==> src/rtl/lpt_defines.vh <==
// constants for the led pulse-width serial transmitter
// assumes inclusion by bare name from the rtl modules
`ifndef LPT_DEFINES_VH
`define LPT_DEFINES_VH
`define LPT_T1_DEF 2
`define LPT_T2_DEF 5
`define LPT_T3_DEF 3
`define LPT_WORD_W 32
`define LPT_THRESH_RGB 6'h18
`define LPT_THRESH_RGBW 6'h20
`define LPT_FIFO_DEPTH 8
`define LPT_DIV_W 16
`define LPT_DIV_RST 16'h0001
`define LPT_FRAC_W 8
`define LPT_SYS_HZ 20000000
`endif

==> src/rtl/lpt_tx.v <==
// led pulse-width serial transmitter top
// assumes pixel words arrive synchronous to mclk; div set by software
`timescale 1ns/10ps
`include "lpt_defines.vh"
module lpt_tx #(
   parameter SHORT_HIGH_CYCLES = `LPT_T1_DEF,
   parameter EXTENDED_HIGH_CYCLES = `LPT_T2_DEF,
   parameter LOW_PHASE_CYCLES = `LPT_T3_DEF,
   parameter FIFO_DEPTH = `LPT_FIFO_DEPTH
)(
   // system
   input wire mclk,
   input wire resetn,
   // configuration
   input wire enable,
   input wire four_colour,
   input wire [`LPT_DIV_W-1:0] div_int,
   input wire [`LPT_FRAC_W-1:0] div_frac,
   // pixel stream
   input wire pix_valid,
   output wire pix_ready,
   input wire [`LPT_WORD_W-1:0] pix_data,
   // status
   output reg stalled,
   output reg busy,
   // led line
   output reg led_out,
   output reg led_oe
);
   localparam ST_FETCH = 2'd0;
   localparam ST_TEST = 2'd1;
   localparam ST_ONE = 2'd2;
   localparam ST_ZERO = 2'd3;
   localparam CW = 5;
   localparam [CW-1:0] T1_LAST = SHORT_HIGH_CYCLES - 1;
   localparam [CW-1:0] T2_LAST = EXTENDED_HIGH_CYCLES - 1;
   localparam [CW-1:0] T3_LAST = LOW_PHASE_CYCLES - 1;

   reg [1:0] state_reg;
   reg [1:0] state_next;
   reg [CW-1:0] delay_reg;
   reg [CW-1:0] delay_next;
   reg [`LPT_WORD_W-1:0] output_shift_register_reg;
   reg [`LPT_WORD_W-1:0] osr_next;
   reg [5:0] shifted_reg;
   reg [5:0] shifted_next;
   reg bit_reg;
   reg bit_next;
   reg line_next;
   reg stall_next;
   reg fifo_pop;
   wire tick;
   wire fifo_valid;
   wire [`LPT_WORD_W-1:0] fifo_data;
   wire [5:0] thresh;
   wire osr_empty;
   wire refill_now;
   wire data_ok;
   wire step;
   wire fetch_go;

   // the fifo stands between the supplier and the shift register
   lpt_fifo #(
      .WIDTH(`LPT_WORD_W),
      .DEPTH(FIFO_DEPTH),
      .AW(3)
   ) u_fifo (
      .mclk(mclk),
      .resetn(resetn),
      .in_valid(pix_valid),
      .in_ready(pix_ready),
      .in_data(pix_data),
      .out_valid(fifo_valid),
      .out_ready(fifo_pop),
      .out_data(fifo_data),
      .flush(1'b0)
   );

   // software programs div = sys_hz / (rate * (t1+t2+t3))
   lpt_clkdiv u_div (
      .mclk(mclk),
      .resetn(resetn),
      .run(enable),
      .div_int(div_int),
      .div_frac(div_frac),
      .tick(tick)
   );

   assign thresh = four_colour ? `LPT_THRESH_RGBW : `LPT_THRESH_RGB;
   assign osr_empty = (shifted_reg >= thresh);
   // background refill whenever the register is exhausted, outside ticks too
   assign refill_now = enable && osr_empty && fifo_valid;
   // a bit is available if the register still holds one or a refill lands now
   assign data_ok = !osr_empty || fifo_valid;
   // a step executes only on a tick whose programmed delay has run out
   assign step = enable && tick && (delay_reg == {CW{1'b0}});
   assign fetch_go = step && (state_reg == ST_FETCH) && data_ok;

   // sequencer: which step runs next and how long it lasts
   always @*
   begin
      state_next = state_reg;
      delay_next = delay_reg;
      if (!enable)
      begin
         state_next = ST_FETCH;
         delay_next = {CW{1'b0}};
      end
      else if (tick && (delay_reg != {CW{1'b0}}))
      begin
         delay_next = delay_reg - 1'b1;
      end
      else if (step)
      begin
         case (state_reg)
            ST_FETCH:
            begin
               // no data: stay here and retry on the next tick
               if (data_ok)
               begin
                  delay_next = T3_LAST;
                  state_next = ST_TEST;
               end
            end
            ST_TEST:
            begin
               delay_next = T1_LAST;
               state_next = bit_reg ? ST_ONE : ST_ZERO;
            end
            ST_ONE:
            begin
               delay_next = T2_LAST;
               state_next = ST_FETCH;
            end
            ST_ZERO:
            begin
               delay_next = T2_LAST;
               state_next = ST_FETCH;
            end
            default:
            begin
               delay_next = {CW{1'b0}};
               state_next = ST_FETCH;
            end
         endcase
      end
   end

   // line drive: each step sets the level it holds for its whole length
   always @*
   begin
      line_next = led_out;
      if (!enable)
      begin
         line_next = 1'b0;
      end
      else if (step)
      begin
         case (state_reg)
            ST_FETCH:
            begin
               // low even when the fetch stalls, so idle reads as latch
               line_next = 1'b0;
            end
            ST_TEST:
            begin
               line_next = 1'b1;
            end
            ST_ONE:
            begin
               line_next = 1'b1;
            end
            ST_ZERO:
            begin
               line_next = 1'b0;
            end
            default:
            begin
               line_next = 1'b0;
            end
         endcase
      end
   end

   // stall flag follows every fetch attempt
   // a disable clears it; it returns at the first fetch step without data
   always @*
   begin
      stall_next = stalled;
      if (!enable)
      begin
         stall_next = 1'b0;
      end
      else if (step && (state_reg == ST_FETCH))
      begin
         stall_next = !data_ok;
      end
   end

   // shift path: refill and bit fetch share the register
   always @*
   begin
      osr_next = output_shift_register_reg;
      shifted_next = shifted_reg;
      bit_next = bit_reg;
      fifo_pop = 1'b0;
      if (!enable)
      begin
         // a restart begins on a fresh word, never on a stale remainder
         shifted_next = `LPT_THRESH_RGBW;
      end
      else if (fetch_go)
      begin
         // take msb from a freshly loaded word if refilling now
         fifo_pop = refill_now;
         if (refill_now)
         begin
            bit_next = fifo_data[`LPT_WORD_W-1];
            osr_next = {fifo_data[`LPT_WORD_W-2:0], 1'b0};
            shifted_next = 6'h01;
         end
         else
         begin
            bit_next = output_shift_register_reg[`LPT_WORD_W-1];
            osr_next = {output_shift_register_reg[`LPT_WORD_W-2:0], 1'b0};
            shifted_next = shifted_reg + 6'h01;
         end
      end
      else if (refill_now)
      begin
         osr_next = fifo_data;
         shifted_next = 6'h00;
         fifo_pop = 1'b1;
      end
   end

   // sequencer registers
   always @(posedge mclk or negedge resetn)
   begin
      if (!resetn)
      begin
         state_reg <= ST_FETCH;
         delay_reg <= {CW{1'b0}};
      end
      else
      begin
         state_reg <= state_next;
         delay_reg <= delay_next;
      end
   end

   // shift path registers
   always @(posedge mclk or negedge resetn)
   begin
      if (!resetn)
      begin
         output_shift_register_reg <= {`LPT_WORD_W{1'b0}};
         shifted_reg <= `LPT_THRESH_RGBW; // starts exhausted
         bit_reg <= 1'b0;
      end
      else
      begin
         output_shift_register_reg <= osr_next;
         shifted_reg <= shifted_next;
         bit_reg <= bit_next;
      end
   end

   // every top-level output except pix_ready (the fifo's in_ready flop) leaves straight from one of these flops
   always @(posedge mclk or negedge resetn)
   begin
      if (!resetn)
      begin
         led_out <= 1'b0;
         led_oe <= 1'b0;
         stalled <= 1'b0;
         busy <= 1'b0;
      end
      else
      begin
         led_out <= line_next;
         led_oe <= enable;
         stalled <= stall_next;
         busy <= enable && !stall_next;
      end
   end
endmodule // lpt_tx

==> src/rtl/lpt_fifo.v <==
// synchronous word fifo with valid/ready on both sides
// assumes one clock, asynchronous active-low reset
`timescale 1ns/10ps
module lpt_fifo #(
   parameter WIDTH = 32,
   parameter DEPTH = 8,
   parameter AW = 3
)(
   // system
   input wire mclk,
   input wire resetn,
   // fill side
   input wire in_valid,
   output wire in_ready,
   input wire [WIDTH-1:0] in_data,
   // drain side
   output wire out_valid,
   input wire out_ready,
   output wire [WIDTH-1:0] out_data,
   // state
   input wire flush
);
   reg [WIDTH-1:0] mem [0:DEPTH-1];
   reg [AW-1:0] wr_ptr_reg;
   reg [AW-1:0] rd_ptr_reg;
   reg [AW:0] count_reg;
   reg in_ready_reg;
   wire do_wr;
   wire do_rd;
   // registered so the supplier sees a flop, not a compare
   assign in_ready = in_ready_reg;
   assign out_valid = (count_reg != {(AW+1){1'b0}});
   assign out_data = mem[rd_ptr_reg];
   assign do_wr = in_valid && in_ready;
   assign do_rd = out_valid && out_ready;
   always @(posedge mclk)
   begin
      if (do_wr)
         mem[wr_ptr_reg] <= in_data;
   end
   always @(posedge mclk or negedge resetn)
   begin
      if (!resetn)
      begin
         wr_ptr_reg <= {AW{1'b0}};
         rd_ptr_reg <= {AW{1'b0}};
         count_reg <= {(AW+1){1'b0}};
         in_ready_reg <= 1'b1;
      end
      else if (flush)
      begin
         wr_ptr_reg <= {AW{1'b0}};
         rd_ptr_reg <= {AW{1'b0}};
         count_reg <= {(AW+1){1'b0}};
         in_ready_reg <= 1'b1;
      end
      else
      begin
         if (do_wr)
            wr_ptr_reg <= (wr_ptr_reg == DEPTH[AW-1:0] - 1'b1) ? {AW{1'b0}} : wr_ptr_reg + 1'b1;
         if (do_rd)
            rd_ptr_reg <= (rd_ptr_reg == DEPTH[AW-1:0] - 1'b1) ? {AW{1'b0}} : rd_ptr_reg + 1'b1;
         if (do_wr && !do_rd)
         begin
            count_reg <= count_reg + 1'b1;
            in_ready_reg <= (count_reg != DEPTH[AW:0] - 1'b1);
         end
         else if (do_rd && !do_wr)
         begin
            count_reg <= count_reg - 1'b1;
            in_ready_reg <= 1'b1;
         end
      end
   end
endmodule // lpt_fifo

==> src/rtl/lpt_clkdiv.v <==
// fractional divider making one execution tick per divided period
// assumes div_int >= 1; frac accumulates in 1/256 steps
`timescale 1ns/10ps
`include "lpt_defines.vh"
module lpt_clkdiv (
   // system
   input wire mclk,
   input wire resetn,
   // control
   input wire run,
   input wire [`LPT_DIV_W-1:0] div_int,
   input wire [`LPT_FRAC_W-1:0] div_frac,
   // tick
   output reg tick
);
   reg [`LPT_DIV_W-1:0] cnt_reg;
   reg [`LPT_FRAC_W-1:0] acc_reg;
   wire [`LPT_FRAC_W:0] acc_sum;
   wire [`LPT_DIV_W-1:0] period;
   assign acc_sum = {1'b0, acc_reg} + {1'b0, div_frac};
   // carry of the fraction stretches this period by one clock
   assign period = div_int + {{(`LPT_DIV_W-1){1'b0}}, acc_sum[`LPT_FRAC_W]};
   always @(posedge mclk or negedge resetn)
   begin
      if (!resetn)
      begin
         cnt_reg <= {`LPT_DIV_W{1'b0}};
         acc_reg <= {`LPT_FRAC_W{1'b0}};
         tick <= 1'b0;
      end
      else if (!run)
      begin
         cnt_reg <= {`LPT_DIV_W{1'b0}};
         acc_reg <= {`LPT_FRAC_W{1'b0}};
         tick <= 1'b0;
      end
      else if (cnt_reg + 1'b1 >= period)
      begin
         cnt_reg <= {`LPT_DIV_W{1'b0}};
         acc_reg <= acc_sum[`LPT_FRAC_W-1:0];
         tick <= 1'b1;
      end
      else
      begin
         cnt_reg <= cnt_reg + 1'b1;
         tick <= 1'b0;
      end
   end
endmodule // lpt_clkdiv

==> config.mk <==
export PLATFORM = sky130hd
export DESIGN_NAME = lpt_tx
export DESIGN_NICKNAME = d
export VERILOG_FILES = /design/src/rtl/lpt_tx.v /design/src/rtl/lpt_fifo.v /design/src/rtl/lpt_clkdiv.v
export VERILOG_INCLUDE_DIRS = /design/src /design/src/rtl
export SDC_FILE = /design/constraint.sdc
export NUM_CORES = 1
export LEC_CHECK = 0
export BUFFER_PORTS_ARGS = -buffer_cell sky130_fd_sc_hd__buf_4
export CAP_MARGIN = 20
export CORE_MARGIN = 3
export CORE_UTILIZATION = 50
export CTS_BUF_LIST = sky130_fd_sc_hd__clkbuf_2 sky130_fd_sc_hd__clkbuf_4 sky130_fd_sc_hd__clkbuf_8
export DETAILED_ROUTE_END_ITERATION = 8
export PLACE_DENSITY = 0.67
export SLEW_MARGIN = 20
export SYNTH_ARGS = -nofsm -noshare
export SYNTH_HDL_FRONTEND = slang
export SYNTH_SLANG_ARGS = --single-unit
==> constraint.sdc <==
create_clock -name mclk -period 7.55 [get_ports mclk]
set_input_delay 0.755 -clock mclk [delete_from_list [all_inputs] [get_ports mclk]]
set_output_delay 0.755 -clock mclk [all_outputs]
set_load 0.005 [all_outputs]
==> summary.txt <==
Yosys
  – Post-synthesis mux area share: 0.176
  – Ys flop type: edfxtp_1
  – Post-Syn Instances: 840
  – Leading area contributor after synthesis: edfxtp_1
  – EDFF count, synth: approximately 260
  – Synth unique cells: 56
  – Syn_area_per_cell: roughly 18 um^2
  – Post-Synth XOR/XNOR Area: 0.0247
  – Compound-cell area share of the yosys netlist: 0.0229
  – Yosys reg bits: between 300 and 400
  – Synth Area in Adders: 0.0414
  – Syn Nets: 949
  – Sequential area share after synthesis: 0.661
  – Largest family of logic cells by synthesized area: multiplexers
  – Top cell type's share of synthesized area: 0.516
  – Mapped Area: ~0.015 mm^2
  – Yosys warns: 0
  – FFs w/ async S/R, synth: 0.251
  – Synth top area cells: edfxtp_1 (52%), mux4_2 (14%), dfrtp_1 (14%), ha_1 (3.9%), mux2_2 (2.6%)
  – Post-Synth Simple-Gate Area: 0.0557

Setup path
  – CP Buf/Inv Count: 1
  – Max stage delay on crit path: around 670 ps
  – CP Capture Type: flip-flop
  – CP startpoint kind: flip-flop
  – Cells along the critical path: ha_1 > inv_1 > fa_1 > nor2b_1 > o21a_1 > o21ai_0 > a21oi_1 > o21ai_0 > nand2b_1 > ha_1 > and3_1 > nor2b_1 > xnor2_1 > ha_1 > nand2_1 > o21ai_1 > a41oi_1 > o31ai_4 > or2_1 > nor2b_1
  – CP Max Fanout: 16
  – Largest delay share family, worst path: simple AND/OR/NAND/NOR gates
  – Critical path arrival: approximately 5100 ps
  – Crit path required time: approximately 8000 ps
  – Crit Path Category: reg -> reg
  – Crit-path slowest cell: o31ai_4

CTS
  – CTS Root Cell: clkbuf_8
  – Clk buf depth: 3
  – Post-CTS sizing: 0
  – Setup Buffers After CTS: 0
  – CTS buffer count: 53
  – Sink Count: roughly 340
  – H-tree levels: 2
  – Worst-Skew Late Latency: 600 ps
  – Hold-fix buffers, CTS: 0
  – CTS tree: built
  – Reg clk slew, reported paths: 60 ps

Timing
  – Final count of pins violating max slew: 0
  – Max_slew headroom: 0.392
  – Hold slack: around 170 ps
  – Setup_tns: 0 ps
  – Final period util: 0.613
  – Setup Viol. Count Final: 0
  – F_max: between 200 and 250 MHz
  – Setup ws final: roughly 3000 ps
  – Final Hold Vio Count: 0
  – Clk_skew: roughly 32 ps
  – Worst slew pin tran: between 900 and 1000 ps
  – Final min period: 4630 ps
  – RSZ-0062 raised after global routing: no

Final layout
  – Most frequent cells in the layout: edfxtp_1 (256), mux4_2 (95), dfrtp_1 (82)
  – # nets final: 1,053
  – Most common cell after layout, fill and taps aside: edfxtp_1
  – Largest register FFs: ~260
  – Core Util, Final: 0.584
  – Area Overhead vs Synth: 13.8%
  – Share of layout cells above drive strength 1: 0.319
  – ANT cells: 0

GRT
  – Number of global-route vias before repair: roughly 8,000
  – GRT Total Usage: 0.178
  – Grt total ovfl: 0
  – First-pass GRT wire length: between 40 and 50 mm
  – Initial antenna violation count: 0
  – Largest net degree at the start of global routing: 49

Floorplan
  – Die Y: roughly 180 um
  – Ports: 66
  – Rows: between 60 and 70
  – Die width: between 150 and 200 um
  – Core ar.: ~0.029 mm^2
  – Die ar.: around 0.032 mm^2
  – Starting Density: 0.513

Placement
  – Dpl hpwl: between 15 and 20 mm
  – PortBufs: 65
  – Routability cong.: around 0.73
  – Place WS: approximately 2100 ps

Routing
  – DRC: 0
  – Drt total wl: around 27 mm
  – DRT Pass-1 Iters: 4
  – Via/cell ratio: about 5.6
  – Drt wl/cell: between 15 and 20 um
  – Iter 0 DRT Violations: approximately 400
  – Routed vias: between 7,000 and 8,000
  – Final ANT Viol Nets: 0

Worst hold path
  – Tightest Hold Check Type: in -> async

Job
  – MaxCap Viol Count: 0

Run status
  – Outcome: finished, final reports clean

Pwr
  – Total power per unit cell area: 318 mW/mm^2
  – Leakage: roughly 6.1 nW
  – Worst IR Drop VDD: around 0.00023 V
==> per-layer routing <==
metal / vias to the layer above / global-route usage / share of wire
met1: 3941 / 0.243 / 0.44
met5: - / 0 / 0
li1: 3507 / - / -
met3: 35 / 0.0358 / 0.051
met4: 0 / 0.0451 / 0.014
met2: 154 / 0.296 / 0.50
==> Yosys cell counts (all sizes together), types with 7 or more instances <==
cell type and number:
buf 14, and3 7, mux2 34, clkbuf 16
nor3 12, edfxtp 256, nor2b 16, dfrtp 84
xor2 21, nand3 19, nor2 41, ha 46
xnor2 21, o21ai 17, nand2 34, mux4 95
inv 23, mux2i 10, a21oi 15
==> cell families after synthesis <==
family,count (synthesis)
and+or+nand+nor,163
muxes,139
AOI/OAI and AO/OA,53
xor gates and xnor gates,42
DFF,342
adders and majority gates,48
buffers and inverters,53
==> where the power goes <==
| group | total (W) | internal, W | switching [W] |
|---|---|---|---|
| clock | 0.00154 | 0.000833 | 0.000707 |
| sequential | 0.00253 | 0.00236 | 0.000170 |
| combinational | 0.00132 | 0.000714 | 0.000607 |
| total | 0.00539 | 0.00390 | 0.00148 |
==> area by class of cell <==
cell class                 count  area (um^2)
clock inverter                25          158
tap                          384          480
inverter                      23         86.3
clock buffer                  73          923
fill                        2248        12100
timing repair buffer          79          593
sequential                   342         9850
multi-input combinational    445         4850
==> path summary, 6_finish.rpt <==
| path | to | slack (ps) | start | cells after the start |
|---|---|---|---|---|
| hold reg to reg | u_fifo.in_ready | 480 | u_fifo.in_ready | 2 |
| setup / recovery | u_div.cnt_reg[13] | 2920 | u_div.acc_reg[0] | 20 |
| setup reg to reg | u_div.cnt_reg[13] | 2920 | u_div.acc_reg[0] | 20 |
| hold / removal | delay_reg[0] | 170 | resetn | 1 |
| max in group asynchronous | u_fifo.rd_ptr_reg[0] | 6340 | resetn | 2 |
| min in group mclk | led_oe | 350 | enable | 1 |
==> stage by stage <==
| step | std cells | total power [W] | instance area (um^2) |
|---|---|---|---|
| 6_report | 1371 | 0.00539 | 16900 |
| 5_1_grt | 1371 | 0.00569 | 16900 |
| 4_1_cts | 1371 | 0.00547 | 16900 |
| 3_5_place_dp | 1273 | 0.00391 | 15800 |
| 3_3_place_gp | 1273 | 0.00388 | 15800 |
| 2_1_floorplan | 840 | 0.00355 | 14900 |
Note: power is estimated with default switching activity, not from simulation.
